**src/common/strap_cfg_pkg.sv**
```systemverilog
package strap_cfg_pkg;
   // Strap geometry
   localparam int unsigned NUM_PINS = 8;
   localparam int unsigned BITS_PER_PIN = 4;
   // Strap pin indices
   localparam int unsigned PIN_SPEED = 7;
   localparam int unsigned PIN_MAC = 6;
   localparam int unsigned PIN_CLK = 5;
   localparam int unsigned PIN_LEDRATE = 4;
   localparam int unsigned PIN_LED3 = 3;
   localparam int unsigned PIN_ADDR_REV = 2;
   localparam int unsigned PIN_ADDR4 = 1;
   localparam int unsigned PIN_ADDR3 = 0;
   // Bit positions within a strap pin nibble
   localparam int unsigned BIT_MSB = 3;
   localparam int unsigned BIT_MID = 2;
   localparam int unsigned BIT_ONE = 1;
   localparam int unsigned BIT_LSB = 0;
   // LED pins and the width of each indication function
   localparam int unsigned NUM_LEDS = 4;
   localparam int unsigned LED_FUNC_BITS = 2;
   // Loaded image before any strap capture
   localparam logic [31:0] IMAGE_RESET = 32'h0000_0000;
   // Media interface codes
   localparam logic [2:0] MEDIA_COPPER = 3'h0;
   localparam logic [2:0] MEDIA_PASSTHRU = 3'h1;
   localparam logic [2:0] MEDIA_FIBER = 3'h2;
   localparam logic [2:0] MEDIA_AMS_PASS = 3'h5;
   localparam logic [2:0] MEDIA_AMS_FIBER = 3'h6;
   // Speed and duplex advertisement encodings: {reg4[8:5], reg9[9:8]}
   localparam logic [3:0] ADV4_ALL = 4'hF;
   localparam logic [1:0] ADV9_ALL = 2'h3;
   localparam logic [3:0] ADV4_FDX_HDX100 = 4'hF;
   localparam logic [1:0] ADV9_FDX = 2'h2;
   localparam logic [3:0] ADV4_NONE = 4'h0;
   localparam logic [1:0] ADV9_NONE = 2'h0;
   // Load sequencing
   localparam logic [1:0] LOAD_CYCLES = 2'h2;
   typedef enum logic [1:0] {ST_RESET, ST_SETTLE, ST_LOADED} load_state_t;
endpackage

```
**src/hdl/strap_pin_config_loader.sv**
```systemverilog
`timescale 1ns/100ps
// Functional notes
// [RL1] Eight strap pins are read, each giving four configuration bits.
// [RL2] Strap values load the register field defaults, which software may overwrite later.
// [RL3] The board ties bit 3 of strap pin 7 low since it is reserved.
// [RL4] Pin 7 bit 2 sets the link speed downshift enable.
// [RL5] Pin 7 bits 1:0 set the speed and duplex advertisement fields.
// [RL6] Pin 6 sets MAC auto-negotiation, power saving, asymmetric and symmetric pause.
// [RL7] Bit 3 of pins 5..3 gives media select, pin 2 address reversal, pins 1,0 address bits 4:3.
// [RL8] Pin 5 sets signal-detect polarity, reference clock speed and clock output enable.
// [RL9] Pins 3..0 set combine mode and two-bit function for LED3..LED0.
// [RL10] Pin 4 sets fiber/copper LED combine and the LED rate field.
// [RL11] The media field decodes five legal codes and flags the rest as reserved.
// [RL12] The LED rate field picks blink rate and pulse stretch from four steps.
// [RL13] Address reversal maps port n to local address 7-n.
// [RL14] Straps are captured once after reset release and applied before operation.
module strap_pin_config_loader (
   // Clock and reset
   input wire logic MCLK_I,
   input wire logic RESET_I,
   // Strap pins, four bits each, pin 7 highest
   input wire logic [31:0] STRAP_CONFIG_PINS_I,
   // Software overwrite of the loaded defaults
   input wire logic SW_WRITE_I,
   input wire logic [31:0] SW_DATA_I,
   // Port number used for the address mapping
   input wire logic [2:0] PORT_I,
   // Loaded field values
   output logic LOADED_O,
   output logic DOWNSHIFT_EN_O,
   output logic [3:0] ADV_REG4_O,
   output logic [1:0] ADV_REG9_O,
   output logic MAC_ANEG_EN_O,
   output logic LINK_POWER_SAVING_MODE_O,
   output logic ADV_ASYM_PAUSE_O,
   output logic ADV_SYM_PAUSE_O,
   output logic [2:0] MEDIA_SEL_O,
   output logic MEDIA_RESERVED_O,
   output logic SIGNAL_DETECT_INPUT_POL_O,
   output logic REF_CLK_156_O,
   output logic REFERENCE_CLOCK_OUTPUT_EN_O,
   output logic LED_FIBER_COMBINE_O,
   output logic [1:0] LED_RATE_O,
   output logic [3:0] LED_COMBINE_O,
   output logic [7:0] LED_FUNC_O,
   output logic ADDR_REVERSE_O,
   output logic [4:0] PHY_ADDR_O,
   output logic STRAP_RESERVED_ERR_O
);

   // Picks one pin's four configuration bits out of a 32-bit image
   function automatic logic [3:0] strap_nibble(input logic [31:0] img, input int unsigned pin);
      return img[pin * strap_cfg_pkg::BITS_PER_PIN +: strap_cfg_pkg::BITS_PER_PIN];
   endfunction

   // Legal media interface codes; everything else is reserved
   function automatic logic media_is_legal(input logic [2:0] code);
      return code inside {strap_cfg_pkg::MEDIA_COPPER, strap_cfg_pkg::MEDIA_PASSTHRU,
         strap_cfg_pkg::MEDIA_FIBER, strap_cfg_pkg::MEDIA_AMS_PASS,
         strap_cfg_pkg::MEDIA_AMS_FIBER};
   endfunction

   // Speed code to the 10/100 advertisement bits
   function automatic logic [3:0] adv_reg4_of(input logic [1:0] code);
      logic [3:0] val;
      val = strap_cfg_pkg::ADV4_NONE;
      unique case (code)
         2'h0: val = strap_cfg_pkg::ADV4_ALL;
         2'h1: val = strap_cfg_pkg::ADV4_FDX_HDX100;
         2'h2: val = strap_cfg_pkg::ADV4_NONE;
         2'h3: val = strap_cfg_pkg::ADV4_FDX_HDX100;
      endcase
      return val;
   endfunction

   // Speed code to the gigabit advertisement bits
   function automatic logic [1:0] adv_reg9_of(input logic [1:0] code);
      logic [1:0] val;
      val = strap_cfg_pkg::ADV9_NONE;
      unique case (code)
         2'h0: val = strap_cfg_pkg::ADV9_ALL;
         2'h1: val = strap_cfg_pkg::ADV9_FDX;
         2'h2: val = strap_cfg_pkg::ADV9_FDX;
         2'h3: val = strap_cfg_pkg::ADV9_NONE;
      endcase
      return val;
   endfunction

   // Pin synchroniser; kept out of reset so the chain holds the straps at release
   logic [31:0] strap_meta_q;
   logic [31:0] strap_sync_q;

   // Load sequencer
   strap_cfg_pkg::load_state_t state_q;
   strap_cfg_pkg::load_state_t state_d;
   logic [1:0] settle_cnt_q;
   logic [1:0] settle_cnt_d;
   logic load_en;
   logic sw_en;
   logic image_en;
   logic loaded_q;

   // Loaded image, same layout as the strap pins
   logic [31:0] image_q;
   logic [31:0] image_d;
   logic [3:0] nib_d [strap_cfg_pkg::NUM_PINS];
   logic [1:0] speed_code;

   // Decoded next field values
   logic downshift_d;
   logic [3:0] adv4_d;
   logic [1:0] adv9_d;
   logic mac_aneg_d;
   logic power_save_d;
   logic asym_pause_d;
   logic sym_pause_d;
   logic [2:0] media_d;
   logic media_rsv_d;
   logic sd_pol_d;
   logic clk156_d;
   logic reference_clock_output_en_d;
   logic led_fiber_comb_d;
   logic [1:0] led_rate_d;
   logic [3:0] led_comb_d;
   logic [7:0] led_func_d;
   logic addr_rev_d;
   logic [1:0] addr_hi_d;
   logic rsv_err_d;
   logic addr_rev_cur;
   logic [1:0] addr_hi_cur;
   logic [2:0] port_addr;
   logic [4:0] phy_addr_d;

   // Field registers
   logic downshift_q;
   logic [3:0] adv4_q;
   logic [1:0] adv9_q;
   logic mac_aneg_q;
   logic power_save_q;
   logic asym_pause_q;
   logic sym_pause_q;
   logic [2:0] media_q;
   logic media_rsv_q;
   logic sd_pol_q;
   logic clk156_q;
   logic reference_clock_output_en_q;
   logic led_fiber_comb_q;
   logic [1:0] led_rate_q;
   logic [3:0] led_comb_q;
   logic [7:0] led_func_q;
   logic addr_rev_q;
   logic [1:0] addr_hi_q;
   logic rsv_err_q;
   logic [4:0] phy_addr_q;

   // Synchroniser stages; only the second stage is read
   always_ff @(posedge MCLK_I) begin
      strap_meta_q <= STRAP_CONFIG_PINS_I; // RL1
      strap_sync_q <= strap_meta_q;
   end

   // Capture strobe after the settle count; software writes only once loaded
   assign load_en = (state_q == strap_cfg_pkg::ST_SETTLE) &&
      (settle_cnt_q == (strap_cfg_pkg::LOAD_CYCLES - 2'h1)); // RL14
   assign sw_en = (state_q == strap_cfg_pkg::ST_LOADED) && SW_WRITE_I; // RL2
   assign image_en = load_en || sw_en;
   assign image_d = load_en ? strap_sync_q : SW_DATA_I;

   // Sequencer next state; capture happens once per reset
   always_comb begin
      state_d = state_q;
      settle_cnt_d = settle_cnt_q;
      unique case (state_q)
         strap_cfg_pkg::ST_RESET: begin
            state_d = strap_cfg_pkg::ST_SETTLE;
            settle_cnt_d = 2'h0;
         end
         strap_cfg_pkg::ST_SETTLE: begin
            settle_cnt_d = settle_cnt_q + 2'h1;
            if (load_en) begin
               state_d = strap_cfg_pkg::ST_LOADED; // RL14
            end
         end
         strap_cfg_pkg::ST_LOADED: begin
            state_d = strap_cfg_pkg::ST_LOADED;
         end
         default: begin
            state_d = strap_cfg_pkg::ST_RESET;
         end
      endcase
   end

   // Sequencer registers
   always_ff @(posedge MCLK_I) begin
      if (RESET_I) begin
         state_q <= strap_cfg_pkg::ST_RESET;
         settle_cnt_q <= 2'h0;
         loaded_q <= 1'b0;
      end else begin
         state_q <= state_d;
         settle_cnt_q <= settle_cnt_d;
         loaded_q <= loaded_q || load_en;
      end
   end

   // Image register; later strap changes never reach it
   always_ff @(posedge MCLK_I) begin
      if (RESET_I) begin
         image_q <= strap_cfg_pkg::IMAGE_RESET;
      end else if (image_en) begin
         image_q <= image_d; // RL2
      end
   end

   // Split the image into per-pin nibbles
   for (genvar pin = 0; pin < strap_cfg_pkg::NUM_PINS; pin++) begin : g_pin
      assign nib_d[pin] = strap_nibble(image_d, pin); // RL1
   end

   // Pin 7: reserved bit, downshift and speed advertisement
   assign speed_code = nib_d[strap_cfg_pkg::PIN_SPEED][strap_cfg_pkg::BIT_ONE:
      strap_cfg_pkg::BIT_LSB];
   assign rsv_err_d = nib_d[strap_cfg_pkg::PIN_SPEED][strap_cfg_pkg::BIT_MSB];
   assign downshift_d = nib_d[strap_cfg_pkg::PIN_SPEED][strap_cfg_pkg::BIT_MID]; // RL4
   assign adv4_d = adv_reg4_of(speed_code); // RL5
   assign adv9_d = adv_reg9_of(speed_code); // RL5

   // Pin 6: MAC negotiation, power saving and pause enables
   assign mac_aneg_d = nib_d[strap_cfg_pkg::PIN_MAC][strap_cfg_pkg::BIT_MSB]; // RL6
   assign power_save_d = nib_d[strap_cfg_pkg::PIN_MAC][strap_cfg_pkg::BIT_MID]; // RL6
   assign asym_pause_d = nib_d[strap_cfg_pkg::PIN_MAC][strap_cfg_pkg::BIT_ONE]; // RL6
   assign sym_pause_d = nib_d[strap_cfg_pkg::PIN_MAC][strap_cfg_pkg::BIT_LSB]; // RL6

   // Media select is spread over the top bit of pins 5..3
   assign media_d = {nib_d[strap_cfg_pkg::PIN_CLK][strap_cfg_pkg::BIT_MSB],
      nib_d[strap_cfg_pkg::PIN_LEDRATE][strap_cfg_pkg::BIT_MSB],
      nib_d[strap_cfg_pkg::PIN_LED3][strap_cfg_pkg::BIT_MSB]}; // RL7
   assign media_rsv_d = !media_is_legal(media_d); // RL11

   // Pin 5 clocking and pin 4 LED controls
   assign sd_pol_d = nib_d[strap_cfg_pkg::PIN_CLK][strap_cfg_pkg::BIT_MID]; // RL8
   assign clk156_d = nib_d[strap_cfg_pkg::PIN_CLK][strap_cfg_pkg::BIT_ONE]; // RL8
   assign reference_clock_output_en_d = nib_d[strap_cfg_pkg::PIN_CLK][strap_cfg_pkg::BIT_LSB]; // RL8
   assign led_fiber_comb_d = nib_d[strap_cfg_pkg::PIN_LEDRATE][strap_cfg_pkg::BIT_MID]; // RL10
   // Rate code passed on as is; the LED driver owns the blink timing
   assign led_rate_d = nib_d[strap_cfg_pkg::PIN_LEDRATE][strap_cfg_pkg::BIT_ONE:
      strap_cfg_pkg::BIT_LSB]; // RL10 RL12

   // One LED per lower pin; pin n drives LEDn
   for (genvar led = 0; led < strap_cfg_pkg::NUM_LEDS; led++) begin : g_led
      assign led_comb_d[led] = nib_d[led][strap_cfg_pkg::BIT_MID]; // RL9
      assign led_func_d[led * strap_cfg_pkg::LED_FUNC_BITS +: strap_cfg_pkg::LED_FUNC_BITS] =
         nib_d[led][strap_cfg_pkg::BIT_ONE:strap_cfg_pkg::BIT_LSB]; // RL9
   end

   // Address reversal and high address bits
   assign addr_rev_d = nib_d[strap_cfg_pkg::PIN_ADDR_REV][strap_cfg_pkg::BIT_MSB]; // RL7
   assign addr_hi_d = {nib_d[strap_cfg_pkg::PIN_ADDR4][strap_cfg_pkg::BIT_MSB],
      nib_d[strap_cfg_pkg::PIN_ADDR3][strap_cfg_pkg::BIT_MSB]}; // RL7

   // Use the incoming fields on a load edge so the address is valid with the loaded flag
   assign addr_rev_cur = image_en ? addr_rev_d : addr_rev_q;
   assign addr_hi_cur = image_en ? addr_hi_d : addr_hi_q;
   assign port_addr = addr_rev_cur ? ~PORT_I : PORT_I; // RL13
   assign phy_addr_d = {addr_hi_cur, port_addr}; // RL7

   // Advertisement and enable fields
   always_ff @(posedge MCLK_I) begin
      if (RESET_I) begin
         downshift_q <= 1'b0;
         adv4_q <= 4'h0;
         adv9_q <= 2'h0;
         mac_aneg_q <= 1'b0;
         power_save_q <= 1'b0;
         asym_pause_q <= 1'b0;
         sym_pause_q <= 1'b0;
         rsv_err_q <= 1'b0;
      end else if (image_en) begin
         downshift_q <= downshift_d;
         adv4_q <= adv4_d;
         adv9_q <= adv9_d;
         mac_aneg_q <= mac_aneg_d;
         power_save_q <= power_save_d;
         asym_pause_q <= asym_pause_d;
         sym_pause_q <= sym_pause_d;
         rsv_err_q <= rsv_err_d;
      end
   end

   // Media and clocking fields
   always_ff @(posedge MCLK_I) begin
      if (RESET_I) begin
         media_q <= 3'h0;
         media_rsv_q <= 1'b0;
         sd_pol_q <= 1'b0;
         clk156_q <= 1'b0;
         reference_clock_output_en_q <= 1'b0;
      end else if (image_en) begin
         media_q <= media_d;
         media_rsv_q <= media_rsv_d;
         sd_pol_q <= sd_pol_d;
         clk156_q <= clk156_d;
         reference_clock_output_en_q <= reference_clock_output_en_d;
      end
   end

   // LED fields
   always_ff @(posedge MCLK_I) begin
      if (RESET_I) begin
         led_fiber_comb_q <= 1'b0;
         led_rate_q <= 2'h0;
         led_comb_q <= 4'h0;
         led_func_q <= 8'h00;
      end else if (image_en) begin
         led_fiber_comb_q <= led_fiber_comb_d;
         led_rate_q <= led_rate_d;
         led_comb_q <= led_comb_d;
         led_func_q <= led_func_d;
      end
   end

   // Address fields; the port address follows its input every cycle
   always_ff @(posedge MCLK_I) begin
      if (RESET_I) begin
         addr_rev_q <= 1'b0;
         addr_hi_q <= 2'h0;
         phy_addr_q <= 5'h00;
      end else begin
         phy_addr_q <= phy_addr_d; // RL13
         if (image_en) begin
            addr_rev_q <= addr_rev_d;
            addr_hi_q <= addr_hi_d;
         end
      end
   end

   // Outputs straight from the registers
   assign LOADED_O = loaded_q;
   assign DOWNSHIFT_EN_O = downshift_q;
   assign ADV_REG4_O = adv4_q;
   assign ADV_REG9_O = adv9_q;
   assign MAC_ANEG_EN_O = mac_aneg_q;
   assign LINK_POWER_SAVING_MODE_O = power_save_q;
   assign ADV_ASYM_PAUSE_O = asym_pause_q;
   assign ADV_SYM_PAUSE_O = sym_pause_q;
   assign MEDIA_SEL_O = media_q;
   assign MEDIA_RESERVED_O = media_rsv_q;
   assign SIGNAL_DETECT_INPUT_POL_O = sd_pol_q;
   assign REF_CLK_156_O = clk156_q;
   assign REFERENCE_CLOCK_OUTPUT_EN_O = reference_clock_output_en_q;
   assign LED_FIBER_COMBINE_O = led_fiber_comb_q;
   assign LED_RATE_O = led_rate_q;
   assign LED_COMBINE_O = led_comb_q;
   assign LED_FUNC_O = led_func_q;
   assign ADDR_REVERSE_O = addr_rev_q;
   assign PHY_ADDR_O = phy_addr_q;
   assign STRAP_RESERVED_ERR_O = rsv_err_q;

   // Load sequence checks
   chk_stays_loaded: assert property (@(posedge MCLK_I) disable iff (RESET_I) // RL14
      loaded_q |=> loaded_q)
      else $error("loaded flag dropped without reset");
   chk_load_latency: assert property (@(posedge MCLK_I) disable iff (RESET_I) // RL14
      (state_q == strap_cfg_pkg::ST_RESET) |-> ##3 loaded_q)
      else $error("strap load late after reset release");
   chk_straps_ignored: assert property (@(posedge MCLK_I) disable iff (RESET_I) // RL14
      (loaded_q && !SW_WRITE_I) |=> $stable(image_q))
      else $error("loaded image changed without a write");
   chk_sw_overwrite: assert property (@(posedge MCLK_I) disable iff (RESET_I) // RL2
      sw_en |=> (image_q == $past(SW_DATA_I)))
      else $error("software write not taken");

   // Field checks
   chk_media_flag: assert property (@(posedge MCLK_I) disable iff (RESET_I) // RL11
      loaded_q |-> (MEDIA_RESERVED_O == !(MEDIA_SEL_O inside {3'h0, 3'h1, 3'h2, 3'h5, 3'h6})))
      else $error("media reserved flag wrong");
   chk_adv_gig_only: assert property (@(posedge MCLK_I) disable iff (RESET_I) // RL5
      (loaded_q && (ADV_REG4_O == 4'h0)) |-> (ADV_REG9_O == 2'h2))
      else $error("gigabit-only advertisement wrong");
   chk_phy_addr_map: assert property (@(posedge MCLK_I) disable iff (RESET_I) // RL13
      loaded_q |-> (PHY_ADDR_O == {addr_hi_q,
         (ADDR_REVERSE_O ? ~$past(PORT_I) : $past(PORT_I))}))
      else $error("port address mapping wrong");
   chk_downshift_bit: assert property (@(posedge MCLK_I) disable iff (RESET_I) // RL4
      loaded_q |-> (DOWNSHIFT_EN_O ==
         image_q[strap_cfg_pkg::PIN_SPEED * strap_cfg_pkg::BITS_PER_PIN + strap_cfg_pkg::BIT_MID]))
      else $error("downshift enable wrong");

   // Main scenarios
   cov_sw_write: cover property (@(posedge MCLK_I) disable iff (RESET_I) sw_en);
   cov_media_reserved: cover property (@(posedge MCLK_I) disable iff (RESET_I)
      loaded_q && MEDIA_RESERVED_O);
   cov_addr_reversed: cover property (@(posedge MCLK_I) disable iff (RESET_I)
      loaded_q && ADDR_REVERSE_O);

endmodule
```
**config.mk**
```make
export PLATFORM = sky130hd
export DESIGN_NAME = strap_pin_config_loader
export DESIGN_NICKNAME = d
export VERILOG_FILES = /design/src/common/strap_cfg_pkg.sv /design/src/hdl/strap_pin_config_loader.sv
export SDC_FILE = /design/constraint.sdc
export NUM_CORES = 1
export LEC_CHECK = 0
export ABC_AREA = 1
export BUFFER_PORTS_ARGS = -buffer_cell sky130_fd_sc_hd__buf_2
export CAP_MARGIN = 20
export CORE_ASPECT_RATIO = 0.8
export CORE_MARGIN = 1.5
export CORE_UTILIZATION = 43
export DETAILED_ROUTE_END_ITERATION = 10
export GPL_TIMING_DRIVEN = 0
export PLACE_DENSITY = 0.7
export SLEW_MARGIN = 25
export SYNTH_ARGS = -nofsm -noshare
export SYNTH_HDL_FRONTEND = slang
export SYNTH_SLANG_ARGS = --single-unit
export TNS_END_PERCENT = 10
```
**constraint.sdc**
```tcl
create_clock -name MCLK_I -period 2.75 [get_ports MCLK_I]
set_input_delay 0.275 -clock MCLK_I [delete_from_list [all_inputs] [get_ports MCLK_I]]
set_output_delay 0.275 -clock MCLK_I [all_outputs]
set_load 0.01 [all_outputs]
```
-- After elaboration in Yosys (flattened, before gate mapping)
Cells that the tools add are included.
- add/sub/neg operators: 1
- multiply operators: 0
- divide/modulo/power cells: 0
- magnitude comparators: 0
- equal/unequal tests: 11
- shifts and indexed selects: 0
- mux-type cells: 9
- bitwise operators: 1
- reduce and logical (&&, ||, !) cells: 12
- operators with widths (kind ; count):
    32-bit 2-to-1 mux ; 1
    2-bit case mux with 3 select lines ; 2
    4-bit case mux with 2 select lines ; 1
    2-bit by 1-bit == test with 1-bit output, second input constant ; 3
    2-bit == test, second input constant ; 3
    3-bit == test, second input constant ; 2
    5-bit nonzero test ; 1
    2-bit logical NOT ; 2
    2-bit 2-to-1 mux ; 2
    2-bit case mux with 2 select lines ; 1
    3-bit by 1-bit == test with 1-bit output, second input constant ; 1
    3-bit by 2-bit == test with 1-bit output, second input constant ; 1
    3-bit logical NOT ; 1
    3-bit 2-to-1 mux ; 1
    3-bit NOT ; 1
    3-bit OR reduction ; 1
    2-bit by 1-bit adder with 2-bit output, second input constant ; 1
    1-bit logical AND ; 2
    1-bit logical OR ; 2
    2-bit inequality test, second input constant ; 1
    2-bit nonzero test ; 1
    2-bit OR reduction ; 1
    1-bit logical NOT ; 1
    1-bit 2-to-1 mux ; 1
- register bits after elaboration: 111
- bits in latches: 0
- memory bits (writable): 0
- bits in read-only memories: 0
- input bits: 70
- output and inout bits: 41
- logic and storage cells: 59
- memories: 0

-- Logic depth before layout (Yosys ltp)
Gate-level depths: netlist (run 1).
- depth in word-level cells: 6
- depth in mapped cells: 11
- mapped depth without buffers: 9

-- Least setup slack after synthesis (run 1)
Ideal clock, no wire load.
- path type: register to register
- start: register state_q[1]
- end: register media_rsv_q (netlist: MEDIA_RESERVED_O)
- library setup time: 0.066 ns
- data arrival time: 1.279 ns
- required time: 2.684 ns
- setup slack: 1.405 ns
- stages on the path, launching flop included: 11
- path buffers: 3
- period minus slack after synthesis: 1.345 ns
- path through: dfxtp_1 > inv_1 > ha_1 > buf_6 > nand2_8 > buf_12 > buf_8 > nand2_1 > nand2_2 > nand3_2 > a21oi_2
- word-level cells in the longest chain between the ends: 6
- elaborated cells on any way between the ends: 13
- classes of those cells: eq/ne: 6; mux: 1; reduce/logical: 6
- ends and longest elaborated chain (what ; line ; source):
    start: declaration ; strap_pin_config_loader.sv:94 ; strap_cfg_pkg::load_state_t state_q;
    start signal: assignment ; strap_pin_config_loader.sv:196 ; state_q <= strap_cfg_pkg::ST_RESET;
    start signal: assignment ; strap_pin_config_loader.sv:200 ; state_q <= state_d;
    2-bit by 1-bit == test with 1-bit output ; strap_pin_config_loader.sv:163 ; assign load_en = (state_q == strap_cfg_pkg::ST_SETTLE) &&
    1-bit logical AND ; strap_pin_config_loader.sv:163 ;
    32-bit 2-to-1 mux ; strap_pin_config_loader.sv:167 ; assign image_d = load_en ? strap_sync_q : SW_DATA_I;
    3-bit by 1-bit == test with 1-bit output, or another cell as far along ; strap_pin_config_loader.sv:58 ; return code inside {strap_cfg_pkg::MEDIA_COPPER, strap_cfg_pkg::MEDIA_PASSTHRU,
    5-bit nonzero test ; strap_pin_config_loader.sv:58 ;
    1-bit logical NOT ; strap_pin_config_loader.sv:238 ; assign media_rsv_d = !media_is_legal(media_d);
    end signal: assignment ; strap_pin_config_loader.sv:300 ; media_rsv_q <= media_rsv_d;
    end: declaration ; strap_pin_config_loader.sv:143 ; logic media_rsv_q;
Several ways; a longest one is shown, not always the timed one.
A chain may end at the register's enable or synchronous reset.

-- Final worst setup path (run 1)
- start: register state_q[0]
- end: register led_comb_q[0] (netlist: LED_COMBINE_O[0])
- word-level cells in the longest chain between the ends: 3
- elaborated cells on any way between the ends: 6
- classes of those cells: eq/ne: 2; mux: 1; reduce/logical: 3
- ends and longest elaborated chain (what ; line ; source):
    2-bit by 1-bit == test with 1-bit output or 2-bit == test (tied branches) ; strap_pin_config_loader.sv:163, strap_pin_config_loader.sv:165 ;
    1-bit logical AND, on equally long branches ; strap_pin_config_loader.sv:163, strap_pin_config_loader.sv:165 ;
    32-bit 2-to-1 mux or 1-bit logical OR (tied branches) ; strap_pin_config_loader.sv:167, strap_pin_config_loader.sv:166 ;
    end signal: assignment ; strap_pin_config_loader.sv:317 ; led_comb_q <= led_comb_d;
    end: declaration ; strap_pin_config_loader.sv:149 ; logic [3:0] led_comb_q;
Several ways; a longest one is shown, not always the timed one.

==> summary.txt, run 1 <==
Status
  • Status: finished, final reports clean

Pwr
  • Switching share of power: 31.2%
  • Psw: 1.18 mW
  • Clock power share: 25.9%
  • P_int: 2.60 mW
  • Reg power frac: 48.8%
  • Leak: 2.10 nW
  • Power Total: 3.77 mW
  • Proportion of power drawn by combinational gates: 25.3%
  • Power Dens Cells: 856 nW/µm²
  • Peak VDD IR: 0.427 mV

Finish
  • Antenna cells: 0
  • Area delta synth->final: 35.1%
  • Layout cells sized above 1: 31.5%
  • Final Util: 59.9%
  • Final-stage net count: 549
  • Final instance area: 4410 µm²
  • Fin cells: 570

Setup path
  • Worst-path maximum fanout: 10
  • Critical Path Slowest Stage Cell: dfxtp_1
  • Critical path required time: 3.00 ns
  • Kind of critical path: reg -> reg
  • Critical Path Source Type: flop
  • CP Buf/Inv Count: 2
  • CP arrival: 1.82 ns
  • CP endpoint kind: flop
  • Highest cell delay on the worst timing path: 0.34 ns
  • Largest delay share family, worst path: simple AND/OR/NAND/NOR gates
  • Crit-path cells: inv_1 > ha_1 > nand2_1 > nand2_4 > clkbuf_2 > o21ai_0 > a31oi_1

Global route
  • First-pass GRT wire length: 11.7 mm
  • Total track usage: 18.9%
  • Pin count of the biggest net entering global routing: 20
  • Antenna violations before repair: 0
  • GRT overflow: 0
  • Vias in the first global route: 2537

Yosys
  • Syn nets: 401
  • Post-Synthesis Cell Area: 3260 µm²
  • Cells after synthesis: 327
  • Yosys reg bits: 106
  • YS warnings: 0
  • Register area share after synthesis: 65.1%
  • Synth cell types: 25
  • Mean Syn Cell Area: 9.97 µm²

CTS
  • Quantity of gates resized following cts: 0
  • Num CTS Buffers: 9
  • Clk sink count: 106
  • Hold_buf cts: 24
  • CTS max path bufs: 2
  • Post-CTS setup repair buffer count: 0
  • Root Buffer: clkbuf_8
  • Clock latency on the worst-skew pair: 0.36 ns
  • Clock Pin Slew Worst Setup and Hold Paths: 0.10 ns
  • CTS tree: built
  • CTS H-tree depth: 3

Timing
  • Final setup margin: 1.18 ns
  • WHS: 0.00936 ns
  • Worst Skew: 0.00745 ns
  • Crit path time final: 1.57 ns
  • Rel. slew slack: 73.1%
  • Setup_tns: 0 ns
  • Tcrit/Tclk final: 57.2%
  • Max-slew violations: 0
  • Fmax: 0.635 GHz
  • Final setup viols: 0
  • Worst Tran Pin Value: 0.403 ns
  • Final Hold Vio Count: 0
  • RSZ-0062 raised after global routing: no

Die
  • # rows: 28
  • IO Count: 111
  • Die ar.: 8120 µm²
  • Initial Util: 44.3%
  • Die height: 80.9 µm
  • Die Wd: 100 µm
  • Core ar.: 7360 µm²

Routing
  • Via count: 2693
  • Number of detailed-route iterations in the first pass: 4
  • # DRC: 0
  • Routed Antenna Nets: 0
  • Drt total wl: 7.34 mm
  • DR WL/cell: 12.9 µm
  • DR iter-0 viols: 167
  • Via density: 4.72

Place
  • Buffers added on ports: 110
  • Post-Place Setup Slack: 1.16 ns
  • Placed Instances: 527
  • Post-placement cell area: 3920 µm²
  • HPWL Detailed: 5.11 mm
  • Routability Congestion: 0.763

Min path
  • Min-delay worst type: in -> reg

Flow run
  • Max-Cap Viols: 0
layout by cell type, fill, tap and decap left out:
master,instances
a21oi_1,22
clkbuf_1,3
clkbuf_8,9
bufinv_16,1
clkbuf_2,1
buf_12,1
dlygate4sd3_1,27
o21ai_0,43
nand2_2,1
clkinv_2,1
inv_6,2
ha_1,4
buf_6,4
a21oi_2,1
nand2_8,1
inv_8,1
nand3_1,15
nand2_4,1
clkinv_4,1
buf_8,1
dfxtp_1,106
clkinv_8,1
clkinvlp_4,1
nand2_1,66
nor2_1,13
nand3b_1,1
o21ai_1,3
or2_2,2
inv_1,12
buf_2,115
nand3_2,1
a31oi_1,14
buf_4,5
synth_stat cells, drive strengths merged:
master	number	area share (%)
a31oi	14	2.7
clkinv	1	0.27
clkbuf	4	0.50
nand3b	1	0.23
buf	16	4.4
ha	4	1.5
nand2	69	8.7
nand3	16	2.6
o21ai	46	7.1
or2	2	0.38
dfxtp	106	65
inv	12	1.4
a21oi	23	3.6
nor2	13	1.5
cells by family (layout without fill, tap and decap cells):
group           Yosys count  count (layout)  share of synthesized area, %
buf+inv                  33             186                          6.52
compound gates           83              83                          13.4
flops                   106             106                          65.1
simple gates            101             101                          13.5
fa+ha+maj                 4               4                          1.53
per-layer routing:
metal	wire length (µm)	global-route usage, %
met5	0	0
met4	59	4.93
met3	487	6.28
met2	3450	31.2
met1	3340	24.0
state kept, by name (all words and copies together), names as in the netlist, 2 cells and up:
register and cells:
ADV_REG9_O 2, LED_COMBINE_O 4, LED_FUNC_O 8, LED_RATE_O 2, MEDIA_SEL_O 3, PHY_ADDR_O 3, addr_hi_q 2, settle_cnt_q 2
state_q 2, strap_meta_q 32, strap_sync_q 32
power by group through the flow:
stage          Sequential [mW]  Clock, mW  Combinational [mW]
6_report                  1.84      0.977               0.953
5_1_grt                   1.87       1.06                1.08
4_1_cts                   1.84       1.00               0.956
3_5_place_dp              1.87          0               0.929
3_3_place_gp              1.87          0               0.897
2_1_floorplan             1.94          0               0.514
layout make-up:
| class | count | area [µm²] |
|---|---|---|
| plain buffers | 20 | 159 |
| clock buffers | 9 | 124 |
| clock inverters | 7 | 87.6 |
| fillers | 651 | 2950 |
| inverters | 13 | 53.8 |
| multi-input cells | 188 | 926 |
| flip-flops and latches | 106 | 2120 |
| well taps | 90 | 113 |
| repair buffers | 137 | 821 |
worst paths after layout:
check,from,cells past startpoint,endpoint,slack (ns)
max reg2reg,state_q[0],7,LED_COMBINE_O[0],1.18
max,state_q[0],7,LED_COMBINE_O[0],1.18
min,STRAP_CONFIG_PINS_I[31],1,strap_meta_q[31],0.009
min reg2reg,strap_meta_q[0],0,strap_sync_q[0],0.34
Note: power is estimated with default switching activity, not from simulation.
==> inputs of run 2 (changes only) <==
==> constraint.sdc (replaced) <==
create_clock -name MCLK_I -period 1.5 [get_ports MCLK_I]
set_input_delay 0.15 -clock MCLK_I [delete_from_list [all_inputs] [get_ports MCLK_I]]
set_output_delay 0.15 -clock MCLK_I [all_outputs]
set_load 0.01 [all_outputs]
==> run 2 against run 1 <==
  * Sequential share of layout area is 2.2 points lower
  * Register-to-register slack worse by 1.1 ns
  * Die area stayed put
  * Via count is 2.1% higher
  * Global-route usage is 0.26 points higher
  * Critical endpoint is now LED_RATE_O[0]
  * Highest routed layer unchanged
==> summary.txt, run 2 (synthesized netlist as in run 1, its figures left out) <==
CTS
  • Root Buffer: clkbuf_8
  • Clk sink count: 106 (unchanged)
  • CTS max path bufs: 2 (unchanged)
  • CTS tree: built
  • Clock Pin Slew Worst Setup and Hold Paths: 0.10 ns (about the same)
  • Clock latency on the worst-skew pair: 0.36 ns (about the same)
  • Num CTS Buffers: 9 (unchanged)
  • CTS H-tree depth: 3 (unchanged)

Die
  • # rows: 28 (unchanged)
  • Die Wd: 100 µm (unchanged)
  • Die ar.: 8120 µm² (unchanged)
  • Core ar.: 7360 µm² (unchanged)
  • Initial Util: 44.3% (unchanged)
  • Die height: 80.9 µm (unchanged)
  • IO Count: 111 (unchanged)

Timing
  • RSZ-0062 raised after global routing: yes
  • Final Hold Vio Count: 0 (unchanged)
  • Rel. slew slack: 74.2% (+1.1 points)
  • Fmax: 0.693 GHz (+9.1%)
  • Worst Tran Pin Value: 0.387 ns (-0.0162 ns)
  • Worst Skew: 0.00822 ns (+0.000775 ns)
  • Crit path time final: 1.44 ns (-0.131 ns)
  • Max-slew violations: 0 (unchanged)
  • Tcrit/Tclk final: 96.2% (+39 points)
  • Setup_tns: 0 ns (unchanged)
  • Final setup viols: 0 (unchanged)

Global route
  • Total track usage: 19.1% (+0.26 points)
  • First-pass GRT wire length: 11.9 mm (+1.5%)
  • Antenna violations before repair: 0 (unchanged)
  • Vias in the first global route: 2587 (+2.0%)
  • Pin count of the biggest net entering global routing: 20 (unchanged)
  • GRT overflow: 0 (unchanged)

Routing
  • Via density: 4.73 (about the same)
  • DR iter-0 viols: 139 (-17%)
  • Routed Antenna Nets: 0 (unchanged)
  • Drt total wl: 7.60 mm (+3.5%)
  • # DRC: 0 (unchanged)
  • Number of detailed-route iterations in the first pass: 4 (unchanged)
  • Via count: 2750 (+2.1%)
  • DR WL/cell: 13.1 µm (+1.4%)

Pwr
  • Power Total: 7.17 mW (+90%)
  • Leak: 2.20 nW (+4.6%)
  • Peak VDD IR: 0.796 mV (+86%)
  • Power Dens Cells: 1550 nW/µm² (+81%)

Setup path
  • Largest delay share family, worst path: buffers and inverters
  • CP endpoint kind: flop
  • Worst Setup SP: state_q[1]
  • Critical path required time: 1.74 ns (-1.26 ns)
  • CP arrival: 1.68 ns (-0.14 ns)
  • Highest cell delay on the worst timing path: 0.35 ns (about the same)
  • Worst r2r src: state_q[1]
  • Worst-path maximum fanout: 10 (unchanged)
  • Crit-path cells: inv_2 > ha_1 > buf_6 > nand2_8 > clkbuf_16 > clkinv_8 > buf_8 > nand2_1 > a31oi_1
  • CP Buf/Inv Count: 5 (+3)
  • Critical Path Source Type: flop
  • Kind of critical path: reg -> reg
  • Critical Path Slowest Stage Cell: dfxtp_2

Finish
  • Antenna cells: 0 (unchanged)
  • Layout cells sized above 1: 34.6% (+3.1 points)
  • Final Util: 62.8% (+2.9 points)
  • Fin cells: 582 (+2.1%)
  • Area delta synth->final: 41.7%
  • Commonest non-fill, non-tap cell in the layout: buf_2
  • Final instance area: 4620 µm² (+4.9%)
  • Final-stage net count: 561 (+2.2%)
  • Commonest non-fill, non-tap cells in the layout: buf_2 (112), dfxtp_1 (104), nand2_1 (63), o21ai_0 (38), dlygate4sd3_1 (32)

Place
  • Placed Instances: 527 (unchanged)
  • Buffers added on ports: 110 (unchanged)
  • Routability Congestion: 0.763 (unchanged)
  • Post-placement cell area: 3920 µm² (unchanged)
  • HPWL Detailed: 5.11 mm (unchanged)

Flow run
  • Max-Cap Viols: 0 (unchanged)

Status
  • Status: finished, final reports clean

Min path
  • Hold path startpoint: PORT_I[0]
  • Min-delay worst type: in -> reg
run 2: cell count changes in the layout (fill, tap and decap cells not counted), moves of 3 or more:
cell	before	now
buf_2	115	112
o21ai_0	43	38
nor2_2	0	3
buf_4	5	9
o21ai_1	3	8
nand2_1	66	63
dlygate4sd3_1	27	32
nor2_1	13	10
run 2: cell type report:
| class | count | area [µm²] |
|---|---|---|
| repair buffers | 149 | 962 |
| plain buffers | 20 | 190 |
| multi-input cells | 188 | 958 |
| clock buffers | 9 | 124 |
| inverters | 13 | 61.3 |
| fillers | 620 | 2740 |
| flip-flops and latches | 106 | 2120 |
| well taps | 90 | 113 |
| clock inverters | 7 | 87.6 |
run 2: routing by layer:
| layer | up-vias | GRT usage, % | share of wire (%) |
|---|---|---|---|
| met2 | 82 | 31.7 | 47 |
| met5 | - | 0 | 0 |
| li1 | 1403 | - | - |
| met4 | 0 | 5.07 | 0.55 |
| met3 | 4 | 6.37 | 5.7 |
| met1 | 1261 | 24.2 | 46 |
run 2: tightest hold or removal path: cells and delay by family:
family	cells	cell delay [ns]
and+or+nand+nor	2	0.13
buffers and inverters	1	0.09
run 2: path summary, 6_finish.rpt:
check	slack, ns	endpoint	depth (start not counted)
hold / removal	0.03	PHY_ADDR_O[0]	3
setup / recovery	0.06	LED_RATE_O[0]	9
setup reg to reg	0.06	LED_RATE_O[0]	9
hold reg to reg	0.33	strap_sync_q[0]	0
run 2: where the power goes:
part	internal, mW	total (mW)	switching (mW)
sequential	3.21	3.39	0.173
combinational	0.910	1.99	1.08
clock	0.806	1.79	0.989
total	4.93	7.17	2.24
run 2: timing repair:
item,in CTS,in global routing
endpoints found under the setup margin,29,37
pin swaps,0,4
buffers inserted,0,5
endpoints found under the hold margin,32,0
gates cloned,0,2
hold buffers,32,0
resized for setup,4,29
run 2: stage by stage:
| stage | hold WS (ns) | setup WS [ns] |
|---|---|---|
| after floorplan | 0.178 | 0.155 |
| after global placement | 0.252 | -0.0153 |
| after detailed placement | 0.254 | -0.0950 |
| after CTS | 0.0229 | -0.00999 |
| after global routing | 0.0277 | -0.0216 |
| final | 0.0334 | 0.0571 |
